`config.mk`:
```
export PLATFORM = sky130hd
export DESIGN_NAME = fpm_power_mux_ctrl
export DESIGN_NICKNAME = d
export VERILOG_FILES = /design/src/shared/fpm_pkg.sv /design/src/design/fpm_settle_timer.sv /design/src/design/fpm_power_mux_ctrl.sv
export VERILOG_INCLUDE_DIRS = /design/src /design/src/shared
export SDC_FILE = /design/constraint.sdc
export NUM_CORES = 1
export LEC_CHECK = 0
export BUFFER_PORTS_ARGS = -buffer_cell sky130_fd_sc_hd__buf_2
export CORE_MARGIN = 2
export CORE_UTILIZATION = 56
export CTS_CLUSTER_SIZE = 14
export DETAILED_ROUTE_END_ITERATION = 12
export GPL_TIMING_DRIVEN = 0
export PLACE_DENSITY = 0.91
export SLEW_MARGIN = 20
export SYNTH_ARGS = -nofsm -noshare
export SYNTH_HDL_FRONTEND = slang
export SYNTH_HIERARCHICAL = 1
export SYNTH_SLANG_ARGS = --single-unit
```
`constraint.sdc`:
```
create_clock -name i_clk -period 2.7 [get_ports i_clk]
set_input_delay 0.81 -clock i_clk [delete_from_list [all_inputs] [get_ports i_clk]]
set_output_delay 0.81 -clock i_clk [all_outputs]
set_load 0.05 [all_outputs]
```
`src/shared/fpm_regs.svh`:
```
`ifndef FPM_REGS_SVH
`define FPM_REGS_SVH
// Register offsets (word index on the plain port)
`define FPM_ADDR_PACK_CONFIGURATION_REGISTER   4'h0
`define FPM_ADDR_SCANCFG   4'h1
`define FPM_ADDR_STATUS    4'h2
`define FPM_ADDR_MASK      4'h3
`define FPM_ADDR_ROUTE     4'h4
// Pack and scan configuration field positions
`define FPM_PC_SELA_LSB    0
`define FPM_PC_SELB_LSB    4
`define FPM_PC_BLK_LSB     8
`define FPM_PC_ENA_BIT     12
`define FPM_PC_ENB_BIT     13
`define FPM_SC_SCAN_BIT    0
// Status bit positions
`define FPM_ST_FAULT_BIT   0
`define FPM_ST_MISM_BIT    1
`define FPM_ST_SETTLE_BIT  2
// Reset values, select off code and minimum select
`define FPM_RST_SEL        4'hF
`define FPM_RST_BLK        4'hF
`define FPM_RST_EN         1'b1
`define FPM_SEL_OFF        4'hF
`define FPM_SEL_MIN        4'h8
// Settling time
`define FPM_SETTLE_NS      30000
`define FPM_CLK_NS         10
`define FPM_SETTLE_CYC     (`FPM_SETTLE_NS / `FPM_CLK_NS)
`endif

```
`src/shared/fpm_pkg.sv`:
```
package fpm_pkg;
    typedef logic [3:0]  fpm_sel_t;
    typedef logic [15:0] fpm_word_t;
    typedef enum logic [1:0] {
        FPM_IDLE   = 2'b00,
        FPM_ISOL   = 2'b01,
        FPM_CONV   = 2'b10
    } fpm_state_e;
endpackage

```
`src/design/fpm_settle_timer.sv`:
```
`timescale 1ns/10ps
`include "fpm_regs.svh"
// Counts the top-cell settling delay after isolation
module fpm_settle_timer
    import fpm_pkg::*;
(
    // Clock, reset and enable
    input  wire logic i_clk,
    input  wire logic i_rst,
    input  wire logic i_ce,
    // Control
    input  wire logic i_start,
    output logic      o_done
);
    localparam int CNT_W = 12;
    localparam logic [CNT_W-1:0] LAST = CNT_W'(`FPM_SETTLE_CYC - 1);
    logic [CNT_W-1:0] cnt_r;
    logic             run_r;

    // Load on start, pulse done on last count
    always_ff @(posedge i_clk or posedge i_rst) begin
        if (i_rst) begin
            cnt_r  <= '0;
            run_r  <= 1'b0;
            o_done <= 1'b0;
        end else if (i_ce) begin
            o_done <= 1'b0;
            if (i_start) begin
                cnt_r <= '0;
                run_r <= 1'b1;
            end else if (run_r) begin
                if (cnt_r == LAST) begin
                    run_r  <= 1'b0;
                    o_done <= 1'b1;
                end else begin
                    cnt_r <= cnt_r + CNT_W'(1);
                end
            end
        end
    end
endmodule

```
`src/design/fpm_power_mux_ctrl.sv`:
```
// Local design decisions: the register addresses and strobed register access.
`timescale 1ns/10ps
`include "fpm_regs.svh"
module fpm_power_mux_ctrl
    import fpm_pkg::*;
(
    // Clock, reset, enable
    input  wire logic        i_clk,
    input  wire logic        i_rst,
    input  wire logic        i_ce,
    // Register port
    input  wire logic [3:0]  i_addr,
    input  wire logic [15:0] i_wdata,
    input  wire logic        i_wr,
    input  wire logic        i_rd,
    output logic      [15:0] o_rdata,
    // Acquisition handshake
    input  wire logic        i_top_conv_req,
    input  wire logic        i_alt_path,
    output logic             o_top_conv_go,
    // Supply mux health
    input  wire logic        i_mux_fault,
    input  wire logic        i_alert_reset_indication,
    // Mux controls
    output logic      [6:0]  o_supply_sw,
    output logic      [3:0]  o_block_sel,
    output logic             o_supply_isolate,
    output logic             o_supply_mux_fault_alert,
    output logic             o_irq
);
    // Software-written copies
    fpm_sel_t   sel_a_r, sel_b_r, blk_r;
    logic       en_a_r, en_b_r, scan_r;
    logic [2:0] sts_r, msk_r;
    // Effective decoded values
    logic       mism;
    logic       eff_en;
    fpm_sel_t   eff_sel;
    logic       sel_off;
    fpm_sel_t   blk_dec;
    logic       route_ok;
    logic [6:0] sw_dec;
    // Sequencer
    fpm_state_e st_r;
    logic       tmr_start, tmr_done;
    logic       armed_r;
    logic       fault_ev, settle_ev;

    // Configuration registers
    always_ff @(posedge i_clk or posedge i_rst) begin
        if (i_rst) begin
            sel_a_r <= `FPM_RST_SEL;
            sel_b_r <= `FPM_RST_SEL;
            blk_r   <= `FPM_RST_BLK;
            en_a_r  <= `FPM_RST_EN;
            en_b_r  <= `FPM_RST_EN;
            scan_r  <= 1'b0;
            msk_r   <= '0;
        end else if (i_ce && i_wr) begin
            if (i_addr == `FPM_ADDR_PACK_CONFIGURATION_REGISTER) begin
                sel_a_r <= i_wdata[`FPM_PC_SELA_LSB +: 4];
                sel_b_r <= i_wdata[`FPM_PC_SELB_LSB +: 4];
                blk_r   <= i_wdata[`FPM_PC_BLK_LSB +: 4];
                en_a_r  <= i_wdata[`FPM_PC_ENA_BIT];
                en_b_r  <= i_wdata[`FPM_PC_ENB_BIT];
            end
            if (i_addr == `FPM_ADDR_SCANCFG)
                scan_r <= i_wdata[`FPM_SC_SCAN_BIT];
            if (i_addr == `FPM_ADDR_MASK)
                msk_r <= i_wdata[2:0];
        end
    end

    // Copy check and decode
    always_comb begin
        mism    = (en_a_r != en_b_r) || (sel_a_r != sel_b_r);
        eff_en  = mism ? `FPM_RST_EN : en_a_r;
        eff_sel = mism ? `FPM_RST_SEL : sel_a_r;
        sel_off = (eff_sel < `FPM_SEL_MIN) || (eff_sel == `FPM_SEL_OFF);
        route_ok = eff_en && !sel_off;
        sw_dec  = '0;
        if (route_ok)
            sw_dec = 7'(7'h01 << eff_sel[2:0]);
        blk_dec = blk_r;
        if (blk_r < `FPM_SEL_MIN || !route_ok)
            blk_dec = `FPM_RST_BLK;
    end

    assign fault_ev  = i_mux_fault && route_ok && armed_r;
    assign settle_ev = tmr_done;
    assign tmr_start = i_ce && (st_r == FPM_IDLE) && i_top_conv_req && i_alt_path && scan_r && route_ok;

    // Top-cell conversion sequencer
    always_ff @(posedge i_clk or posedge i_rst) begin
        if (i_rst) begin
            st_r             <= FPM_IDLE;
            o_top_conv_go    <= 1'b0;
            o_supply_isolate <= 1'b0;
        end else if (i_ce) begin
            o_top_conv_go <= 1'b0;
            unique case (st_r)
                FPM_IDLE: begin
                    if (i_top_conv_req) begin
                        if (tmr_start) begin
                            st_r             <= FPM_ISOL;
                            o_supply_isolate <= 1'b1;
                        end else begin
                            o_top_conv_go <= 1'b1;
                            st_r          <= FPM_CONV;
                        end
                    end
                end
                FPM_ISOL: begin
                    if (tmr_done) begin
                        o_top_conv_go <= 1'b1;
                        st_r          <= FPM_CONV;
                    end
                end
                FPM_CONV: begin
                    if (!i_top_conv_req) begin
                        o_supply_isolate <= 1'b0;
                        st_r             <= FPM_IDLE;
                    end
                end
                default: st_r <= FPM_IDLE;
            endcase
        end
    end

    fpm_settle_timer u_timer (
        .i_clk   (i_clk),
        .i_rst   (i_rst),
        .i_ce    (i_ce),
        .i_start (tmr_start),
        .o_done  (tmr_done)
    );

    // Alert arming after first clear of alert-reset
    always_ff @(posedge i_clk or posedge i_rst) begin
        if (i_rst)
            armed_r <= 1'b0;
        else if (i_ce && !i_alert_reset_indication)
            armed_r <= 1'b1;
    end

    // Sticky status, write one to clear, set wins
    always_ff @(posedge i_clk or posedge i_rst) begin
        if (i_rst) begin
            sts_r <= '0;
        end else if (i_ce) begin
            logic [2:0] clr;
            clr = (i_wr && i_addr == `FPM_ADDR_STATUS) ? i_wdata[2:0] : 3'h0;
            sts_r <= (sts_r & ~clr) | {settle_ev, mism, fault_ev};
        end
    end

    // Registered outputs
    always_ff @(posedge i_clk or posedge i_rst) begin
        if (i_rst) begin
            o_supply_sw              <= '0;
            o_block_sel              <= `FPM_RST_BLK;
            o_supply_mux_fault_alert <= 1'b0;
            o_irq                    <= 1'b0;
        end else if (i_ce) begin
            o_supply_sw              <= (st_r == FPM_ISOL || tmr_start) ? 7'h00 : sw_dec;
            o_block_sel              <= blk_dec;
            o_supply_mux_fault_alert <= fault_ev;
            o_irq                    <= |(sts_r & msk_r);
        end
    end

    // Read data, one cycle later
    always_ff @(posedge i_clk or posedge i_rst) begin
        if (i_rst) begin
            o_rdata <= '0;
        end else if (i_ce) begin
            o_rdata <= '0;
            if (i_rd) begin
                unique case (i_addr)
                    `FPM_ADDR_PACK_CONFIGURATION_REGISTER: o_rdata <= {2'b00, en_b_r, en_a_r, blk_r, sel_b_r, sel_a_r};
                    `FPM_ADDR_SCANCFG: o_rdata <= {15'h0000, scan_r};
                    `FPM_ADDR_STATUS:  o_rdata <= {13'h0000, sts_r};
                    `FPM_ADDR_MASK:    o_rdata <= {13'h0000, msk_r};
                    `FPM_ADDR_ROUTE:   o_rdata <= {3'b000, route_ok, blk_dec, 1'b0, o_supply_sw};
                    default:           o_rdata <= '0;
                endcase
            end
        end
    end

    // Checks
    property p_mism_off;
        @(posedge i_clk) disable iff (i_rst) (i_ce && mism) |=> (o_supply_sw == 7'h00) || !$past(i_ce);
    endproperty
    a_mism_off: assert property (p_mism_off) else $error("mismatch did not give default");
    property p_low_off;
        @(posedge i_clk) disable iff (i_rst) (i_ce && sel_a_r < 4'h8 && !mism) |=> o_supply_sw == 7'h00;
    endproperty
    a_low_off: assert property (p_low_off) else $error("low select not off");
    property p_blk;
        @(posedge i_clk) disable iff (i_rst) (i_ce && blk_r < 4'h8) |=> o_block_sel == 4'hF;
    endproperty
    a_blk: assert property (p_blk) else $error("block select not remapped");
    property p_blk_route;
        @(posedge i_clk) disable iff (i_rst) (i_ce && !route_ok) |=> o_block_sel == 4'hF;
    endproperty
    a_blk_route: assert property (p_blk_route) else $error("divider routed too early");
    property p_iso;
        @(posedge i_clk) disable iff (i_rst) (st_r == FPM_ISOL) |-> o_supply_sw == 7'h00;
    endproperty
    a_iso: assert property (p_iso) else $error("switch closed during isolation");
    property p_nowait;
        @(posedge i_clk) disable iff (i_rst) (i_ce && st_r == FPM_IDLE && i_top_conv_req && !i_alt_path) |=> o_top_conv_go;
    endproperty
    a_nowait: assert property (p_nowait) else $error("primary path delayed");
    property p_unarmed;
        @(posedge i_clk) disable iff (i_rst) !armed_r |=> !o_supply_mux_fault_alert;
    endproperty
    a_unarmed: assert property (p_unarmed) else $error("alert before arming");
    property p_alert;
        @(posedge i_clk) disable iff (i_rst) (i_ce && fault_ev) |=> o_supply_mux_fault_alert;
    endproperty
    a_alert: assert property (p_alert) else $error("alert missed");
    c_iso: cover property (@(posedge i_clk) disable iff (i_rst) st_r == FPM_ISOL ##1 o_top_conv_go);
    c_mism: cover property (@(posedge i_clk) disable iff (i_rst) mism);
    c_alert: cover property (@(posedge i_clk) disable iff (i_rst) o_supply_mux_fault_alert);
endmodule

```
==> metrics, run 1 <==
via count=between 3,000 and 4,000; CTS tree=built; Post-synth ARST share=1.00; vias per cell=6.36; area share of the largest cell type after synthesis=0.350; Largest delay share family, worst path=simple AND/OR/NAND/NOR gates; required time worst endpoint=2.91 ns; Post-synth top cells=49 x dfrtp_1, 29 x nand2_1, 19 x inv_1; H-tree levels=3; Fill cells=426; die height=83.1 µm; DR iter-0 viols=285; critical-path maximum fanout=10; CP Cell Sequence=buf_2 -> xor2_1 -> nor3_4 -> nor3b_4 -> clkbuf_2 -> nand2_1 -> o311ai_0 -> o41ai_1; Worst Setup EP=u_timer/cnt_r[10]$_DFFE_PP0P_; final std cells w/o fill=472; Worst-Margin Slew=0.723 ns; FF-to-FF setup slack=0.28 ns; Ports=60; endpoints failing hold=0; Synth Register Bits=67; Core Region=0.00599 mm²; Post-synth EDFFs=0; Reg-to-Reg End=u_timer/cnt_r[10]$_DFFE_PP0P_; Max Cap Viol=0; worst r2r src=sel_a_r[0]$_DFFE_PP1P_; post-layout util=0.683; drt pass-1 iters=6; Routed wire per std cell=about 18 µm; Synth area leader=dfrtp_1; CP Data Arrival Time=approximately 2.6 ns; # port buffers=52; Final period util=0.896; fin nets=422; global-route wire length before repair=14,200 µm; Skew-Pair Late Insertion Delay=0.35 ns; GRT Util Overall=0.259; Synthesis Warnings=6; Reg2Reg Depth=8; slowest cell delay on critical path=0.52 ns; drt total wl=a little under 9000 µm; Leak Pwr=1.82 nW; DIE WIDTH=between 80 and 90 µm; synth top area cells=dfrtp_1 35%, dfstp_2 13%, mux2_2 4.2%, nand2_1 3.1%, o2bb2ai_1 2.5%; Worst Setup SP=sel_a_r[0]$_DFFE_PP1P_; Critical Path Source Type=flip-flop; hold buffer count at cts=0; Clock Path Buffers=2; die area=slightly below 0.007 mm²; slowest stage cell on the critical path=dfstp_2; cts bufs inserted=9; DPL Wire Length=6170 µm; root buffer cell=clkbuf_8; DRC=0; global-route congestion overflow total=0; Final Slew Violations=0; largest net degree at the start of global routing=37; vias in the first global route=between 2,000 and 3,000; Critical Path Stages=8; Avg Inst Size Synth=approximately 11 µm²; Final ANT Viol Nets=0; proportion of layout cells with a drive suffix above 1=0.330; Top FF cell, synth=dfrtp_1; min-delay worst type=primary input to async pin; Inst Count DP=around 450; Post-Syn Area=0.00350 mm²; Pwr Total=2.38 mW; fmax=a little over 400 MHz; # rows=28; Initial Utilization=0.585; worst vdd ir=344 µV; minimum clock period=2.42 ns; antenna violations before repair=0; outcome=finished clean; Final setup viols=0; Slew Limit Headroom=0.517; sequential fraction of the synthesis area=0.485; GPL Wtd Cong=0.951; Buf/Inv on CP=2; final setup TNS=0 ns; CP endpoint kind=flip-flop; critical path type=flip-flop to flip-flop; clock transition at the registers of the reported paths=0.08 ns; Ant. Diodes=0; top-count cell post-synth=dfrtp_1; Syn Inst Count=325; Pwr Density=a little under 600 mW/mm²; RSZ-0062 raised after global routing=no; Area Overhead vs Synth=16.8%; clk sinks=67; Synth cell types=66; Setup Skew=0.0115 ns
-- through the flow --
step	setup WS (ns)	hold slack, ns	area, µm²
floorplan	0.433	0.444	3510
global placement	-0.135	0.462	3860
detailed placement	-0.220	0.463	3880
CTS	0.0521	0.450	4080
global route	0.152	0.475	4090
finish	0.282	0.452	4090
-- placed cells by master, fill, tap and decap left out, drive strengths merged, types with 5 or more instances in the layout --
cell type | Yosys | routed
buf | 14 | 69
dfrtp | 49 | 49
nand2 | 29 | 29
inv | 19 | 19
clkbuf | 6 | 19
dfstp | 18 | 18
mux2 | 17 | 17
nand3 | 15 | 15
o21ai | 13 | 13
nor2 | 12 | 12
nand4 | 11 | 11
o2bb2ai | 10 | 10
a22oi | 7 | 7
o311ai | 7 | 7
a221o | 6 | 6
a31oi | 6 | 6
xor2 | 5 | 5
nand2b | 5 | 5
and3 | 5 | 5
-- metal layers --
metal	track usage	vias up	routed length, µm
met1	0.345	1424	3590
li1	-	1364	-
met5	0	-	0
met3	0.0656	34	773
met2	0.389	182	4100
met4	0.146	0	240
-- registers in the layout, summed over array words and instances, names as in the netlist, 2 cells and up --
signal / flops
o_supply_sw: 7
sel_b_r: 4
sel_a_r: 4
st_r: 2
o_block_sel: 4
u_timer/cnt_r: 12
o_rdata: 14
blk_r: 4
msk_r: 3
sts_r: 3
-- how the worst min path moves through the flow --
stage                                        end           startpoint  slack [ns]  cells past startpoint
final                     o_rdata[7]$_DFFE_PP0P_                i_rst        0.45                      2
after CTS                 o_rdata[7]$_DFFE_PP0P_                i_rst        0.45                      2
after floorplan              armed_r$_DFFE_PP0P_  armed_r$_DFFE_PP0P_        0.44                      1
after global placement       armed_r$_DFFE_PP0P_  armed_r$_DFFE_PP0P_        0.46                      1
after global routing      o_rdata[7]$_DFFE_PP0P_                i_rst        0.47                      2
after detailed placement     armed_r$_DFFE_PP0P_  armed_r$_DFFE_PP0P_        0.46                      1
-- worst reg2reg max path: stages, from the launching register on --
cell and delay [ns]:
dfstp_2 0.52, buf_2 0.21, xor2_1 0.16, nor3_4 0.37, nor3b_4 0.30, clkbuf_2 0.27
nand2_1 0.16, o311ai_0 0.15, o41ai_1 0.15
-- cell type report --
type	count	area, µm²	share of cell area
Buffer	20	131	0.0321
Inverter	19	71.3	0.0174
Clock buffer	13	149	0.0364
Sequential cell	67	1700	0.415
Clock inverter	3	40.0	0.00978
Multi-Input combinational cell	220	1610	0.394
Tap cell	75	93.8	0.0229
Timing Repair Buffer	55	295	0.0721
-- logic make-up after synthesis --
| group | Yosys count | share of synthesized area |
|---|---|---|
| buffers and inverters | 39 | 0.0575 |
| adder cells (fa/ha/maj) | 1 | 0.00357 |
| flip-flops | 67 | 0.485 |
| XOR/XNOR | 5 | 0.0125 |
| other | 1 | 0.00107 |
| multiplexers | 19 | 0.0682 |
| AND/OR/NAND/NOR | 113 | 0.199 |
| AO/OA/AOI/OAI | 80 | 0.174 |
-- power breakdown --
part,internal [mW],total [mW],leakage [nW],switching (mW)
clock network,0.450,0.821,0.0974,0.371
registers,1.11,1.18,0.816,0.0716
logic,0.146,0.382,0.903,0.236
total,1.70,2.38,1.82,0.679
-- timing repair --
item                       in CTS  in global routing
pin swaps                       0                  0
gates resized for setup         1                  2
setup buffers                   0                  2
setup endpoints to repair       2                 10
Power figures use the tool's default switching activity.
==> inputs of run 2 (changes only) <==
- CORE_MARGIN: 2 -> 4
- GPL_TIMING_DRIVEN: 0 -> 1
==> metrics, run 2 (synthesis gave the netlist of run 1 again) <==
root buffer cell=clkbuf_8; GRT Util Overall=0.232 (-0.0271); clk sinks=67 (unchanged); switching share of power=0.268 (-0.0171); Slew Limit Headroom=0.593 (+0.0767); CTS tree=built; largest net degree at the start of global routing=54 (+46%); vias in the first global route=2,866 (-1.4%); commonest cells after routing, fill and taps aside=55 x buf_2, 49 x dfrtp_1, 29 x nand2_1, 18 x inv_1, 18 x dfstp_2; sequential power share=0.464 (-0.031); Critical Path Source Type=flip-flop; FF-to-FF setup slack=0.51 ns (+0.23 ns); GPL Wtd Cong=0.904 (-4.9%); CP Data Arrival Time=2.46 ns (-0.17 ns); # port buffers=55 (+5.8%); Skew-Pair Late Insertion Delay=0.34 ns (about the same); drt total wl=8520 µm (-2.1%); antenna violations before repair=0 (unchanged); DIE WIDTH=87.1 µm (+4.8%); Largest register FFs=14 (unchanged); hold buffer count at cts=0 (unchanged); DPL Wire Length=5960 µm (-3.4%); leading cell type in the layout, fill and taps excluded=buf_2; proportion of layout cells with a drive suffix above 1=0.330 (about the same); die height=87.1 µm (+4.8%); drt pass-1 iters=6 (unchanged); Max Cap Viol=0 (unchanged); via count=2,919 (-2.8%); Setup Skew=0.0139 ns (+0.00243 ns); Final setup viols=0 (unchanged); H-tree levels=3 (unchanged); endpoints failing hold=0 (unchanged); DRC=0 (unchanged); Fill cells=436 (+2.3%); Pwr Density=633 mW/mm² (+8.8%); post-layout util=0.679 (-0.00418); Post-CTS Setup Bufs=0 (unchanged); DR iter-0 viols=395 (+39%); critical-path maximum fanout=9 (-1); fmax=456 MHz (+10%); RSZ-0062 raised after global routing=no; Area Overhead vs Synth=16.1%; global-route congestion overflow total=0 (unchanged); Worst-Margin Slew=0.604 ns (-0.119 ns); critical path type=flip-flop to flip-flop; Worst Setup SP=sel_a_r[0]$_DFFE_PP1P_; Leak Pwr=1.79 nW (-1.3%); Reg-to-Reg End=u_timer/cnt_r[6]$_DFFE_PP0P_; Area after DPL=0.00382 mm² (-1.6%); minimum clock period=2.19 ns (-0.226 ns); worst r2r src=sel_a_r[0]$_DFFE_PP1P_; outcome=finished clean; global-route wire length before repair=13,900 µm (-1.8%); Final ANT Viol Nets=0 (unchanged); clock transition at the registers of the reported paths=0.08 ns (about the same); Reg2Reg Depth=6 (-2); Post-CTS Resized=0 (-1); Final Slew Violations=0 (unchanged); hold path depth=2; Ports=60 (unchanged); vias per cell=6.35 (-0.29%); Core Region=0.00599 mm² (unchanged); CP endpoint kind=flip-flop; Routed wire per std cell=18.5 µm (+0.46%); Largest regs=o_rdata x14, u_timer/cnt_r x12, o_supply_sw x7; combinational power share=0.135 (-0.025); final setup TNS=0 ns (unchanged); die area=0.00759 mm² (+9.9%); clock share of power=0.401 (+0.056); min-delay worst type=flip-flop to flip-flop; cts bufs inserted=9 (unchanged); # rows=28 (unchanged); required time worst endpoint=2.96 ns (+0.05 ns); Most flops, register=o_rdata; Ant. Diodes=0 (unchanged); internal power=1.89 mW (+11%); Final period util=0.812 (-0.0839); Switch Pwr=0.691 mW (+1.7%); Initial Utilization=0.585 (unchanged); worst vdd ir=440 µV (+28%); Clock Path Buffers=2 (unchanged); fin nets=410 (-2.8%); Worst Setup EP=u_timer/cnt_r[6]$_DFFE_PP0P_; fin area=0.00407 mm² (-0.61%)
[run 2: critical path, cell delays in order, from the launching register on]
cell,delay (ns)
dfstp_2,0.65
xor2_1,0.34
nor3_4,0.08
nor3b_2,0.18
nand2b_1,0.26
or4_1,0.52
nand3_1,0.09
[run 2: how the worst min path moves through the flow]
stage                                     startpoint                         end  slack (ns)
final                     o_block_sel[1]$_DFFE_PP1P_  o_block_sel[1]$_DFFE_PP1P_        0.49
after global placement           armed_r$_DFFE_PP0P_         armed_r$_DFFE_PP0P_        0.46
after CTS                 o_block_sel[2]$_DFFE_PP1P_  o_block_sel[2]$_DFFE_PP1P_        0.49
after floorplan                  armed_r$_DFFE_PP0P_         armed_r$_DFFE_PP0P_        0.44
after detailed placement     o_rdata[11]$_DFFE_PP0P_     o_rdata[11]$_DFFE_PP0P_        0.47
after global routing      o_block_sel[1]$_DFFE_PP1P_  o_block_sel[1]$_DFFE_PP1P_        0.50
[run 2: metal layers]
metal	track usage	wire (µm)	part of all wire
met5	0	0	0
met1	0.322	3600	0.42
met2	0.374	4120	0.48
met3	0.0322	663	0.078
met4	0.0837	137	0.016
[run 2: power groups by stage]
stage | clock [mW] | combinational [mW] | sequential, mW
4_1_cts | 1.04 | 0.347 | 1.19
6_report | 1.03 | 0.348 | 1.20
3_3_place_gp | 0 | 0.329 | 1.20
3_5_place_dp | 0 | 0.342 | 1.21
5_1_grt | 1.08 | 0.373 | 1.21
2_1_floorplan | 0 | 0.237 | 1.21
[run 2: area by class of cell]
| cell class | instances | area, µm² | share of cell area |
|---|---|---|---|
| well taps | 75 | 93.8 | 0.0231 |
| clock buffers | 10 | 138 | 0.0338 |
| inverters | 19 | 71.3 | 0.0175 |
| repair buffers | 63 | 348 | 0.0855 |
| multi-input cells | 220 | 1610 | 0.395 |
| clock inverters | 6 | 111 | 0.0274 |
| flip-flops and latches | 67 | 1700 | 0.418 |
[run 2: through the flow]
stage / std cells / power (mW) / setup WS [ns] / hold slack [ns]
3_5_place_dp: 444 / 1.55 / 0.295 / 0.474
4_1_cts: 460 / 2.58 / 0.533 / 0.490
2_1_floorplan: 326 / 1.45 / 0.433 / 0.444
6_report: 460 / 2.58 / 0.509 / 0.490
5_1_grt: 460 / 2.66 / 0.439 / 0.498
3_3_place_gp: 444 / 1.53 / 0.319 / 0.460
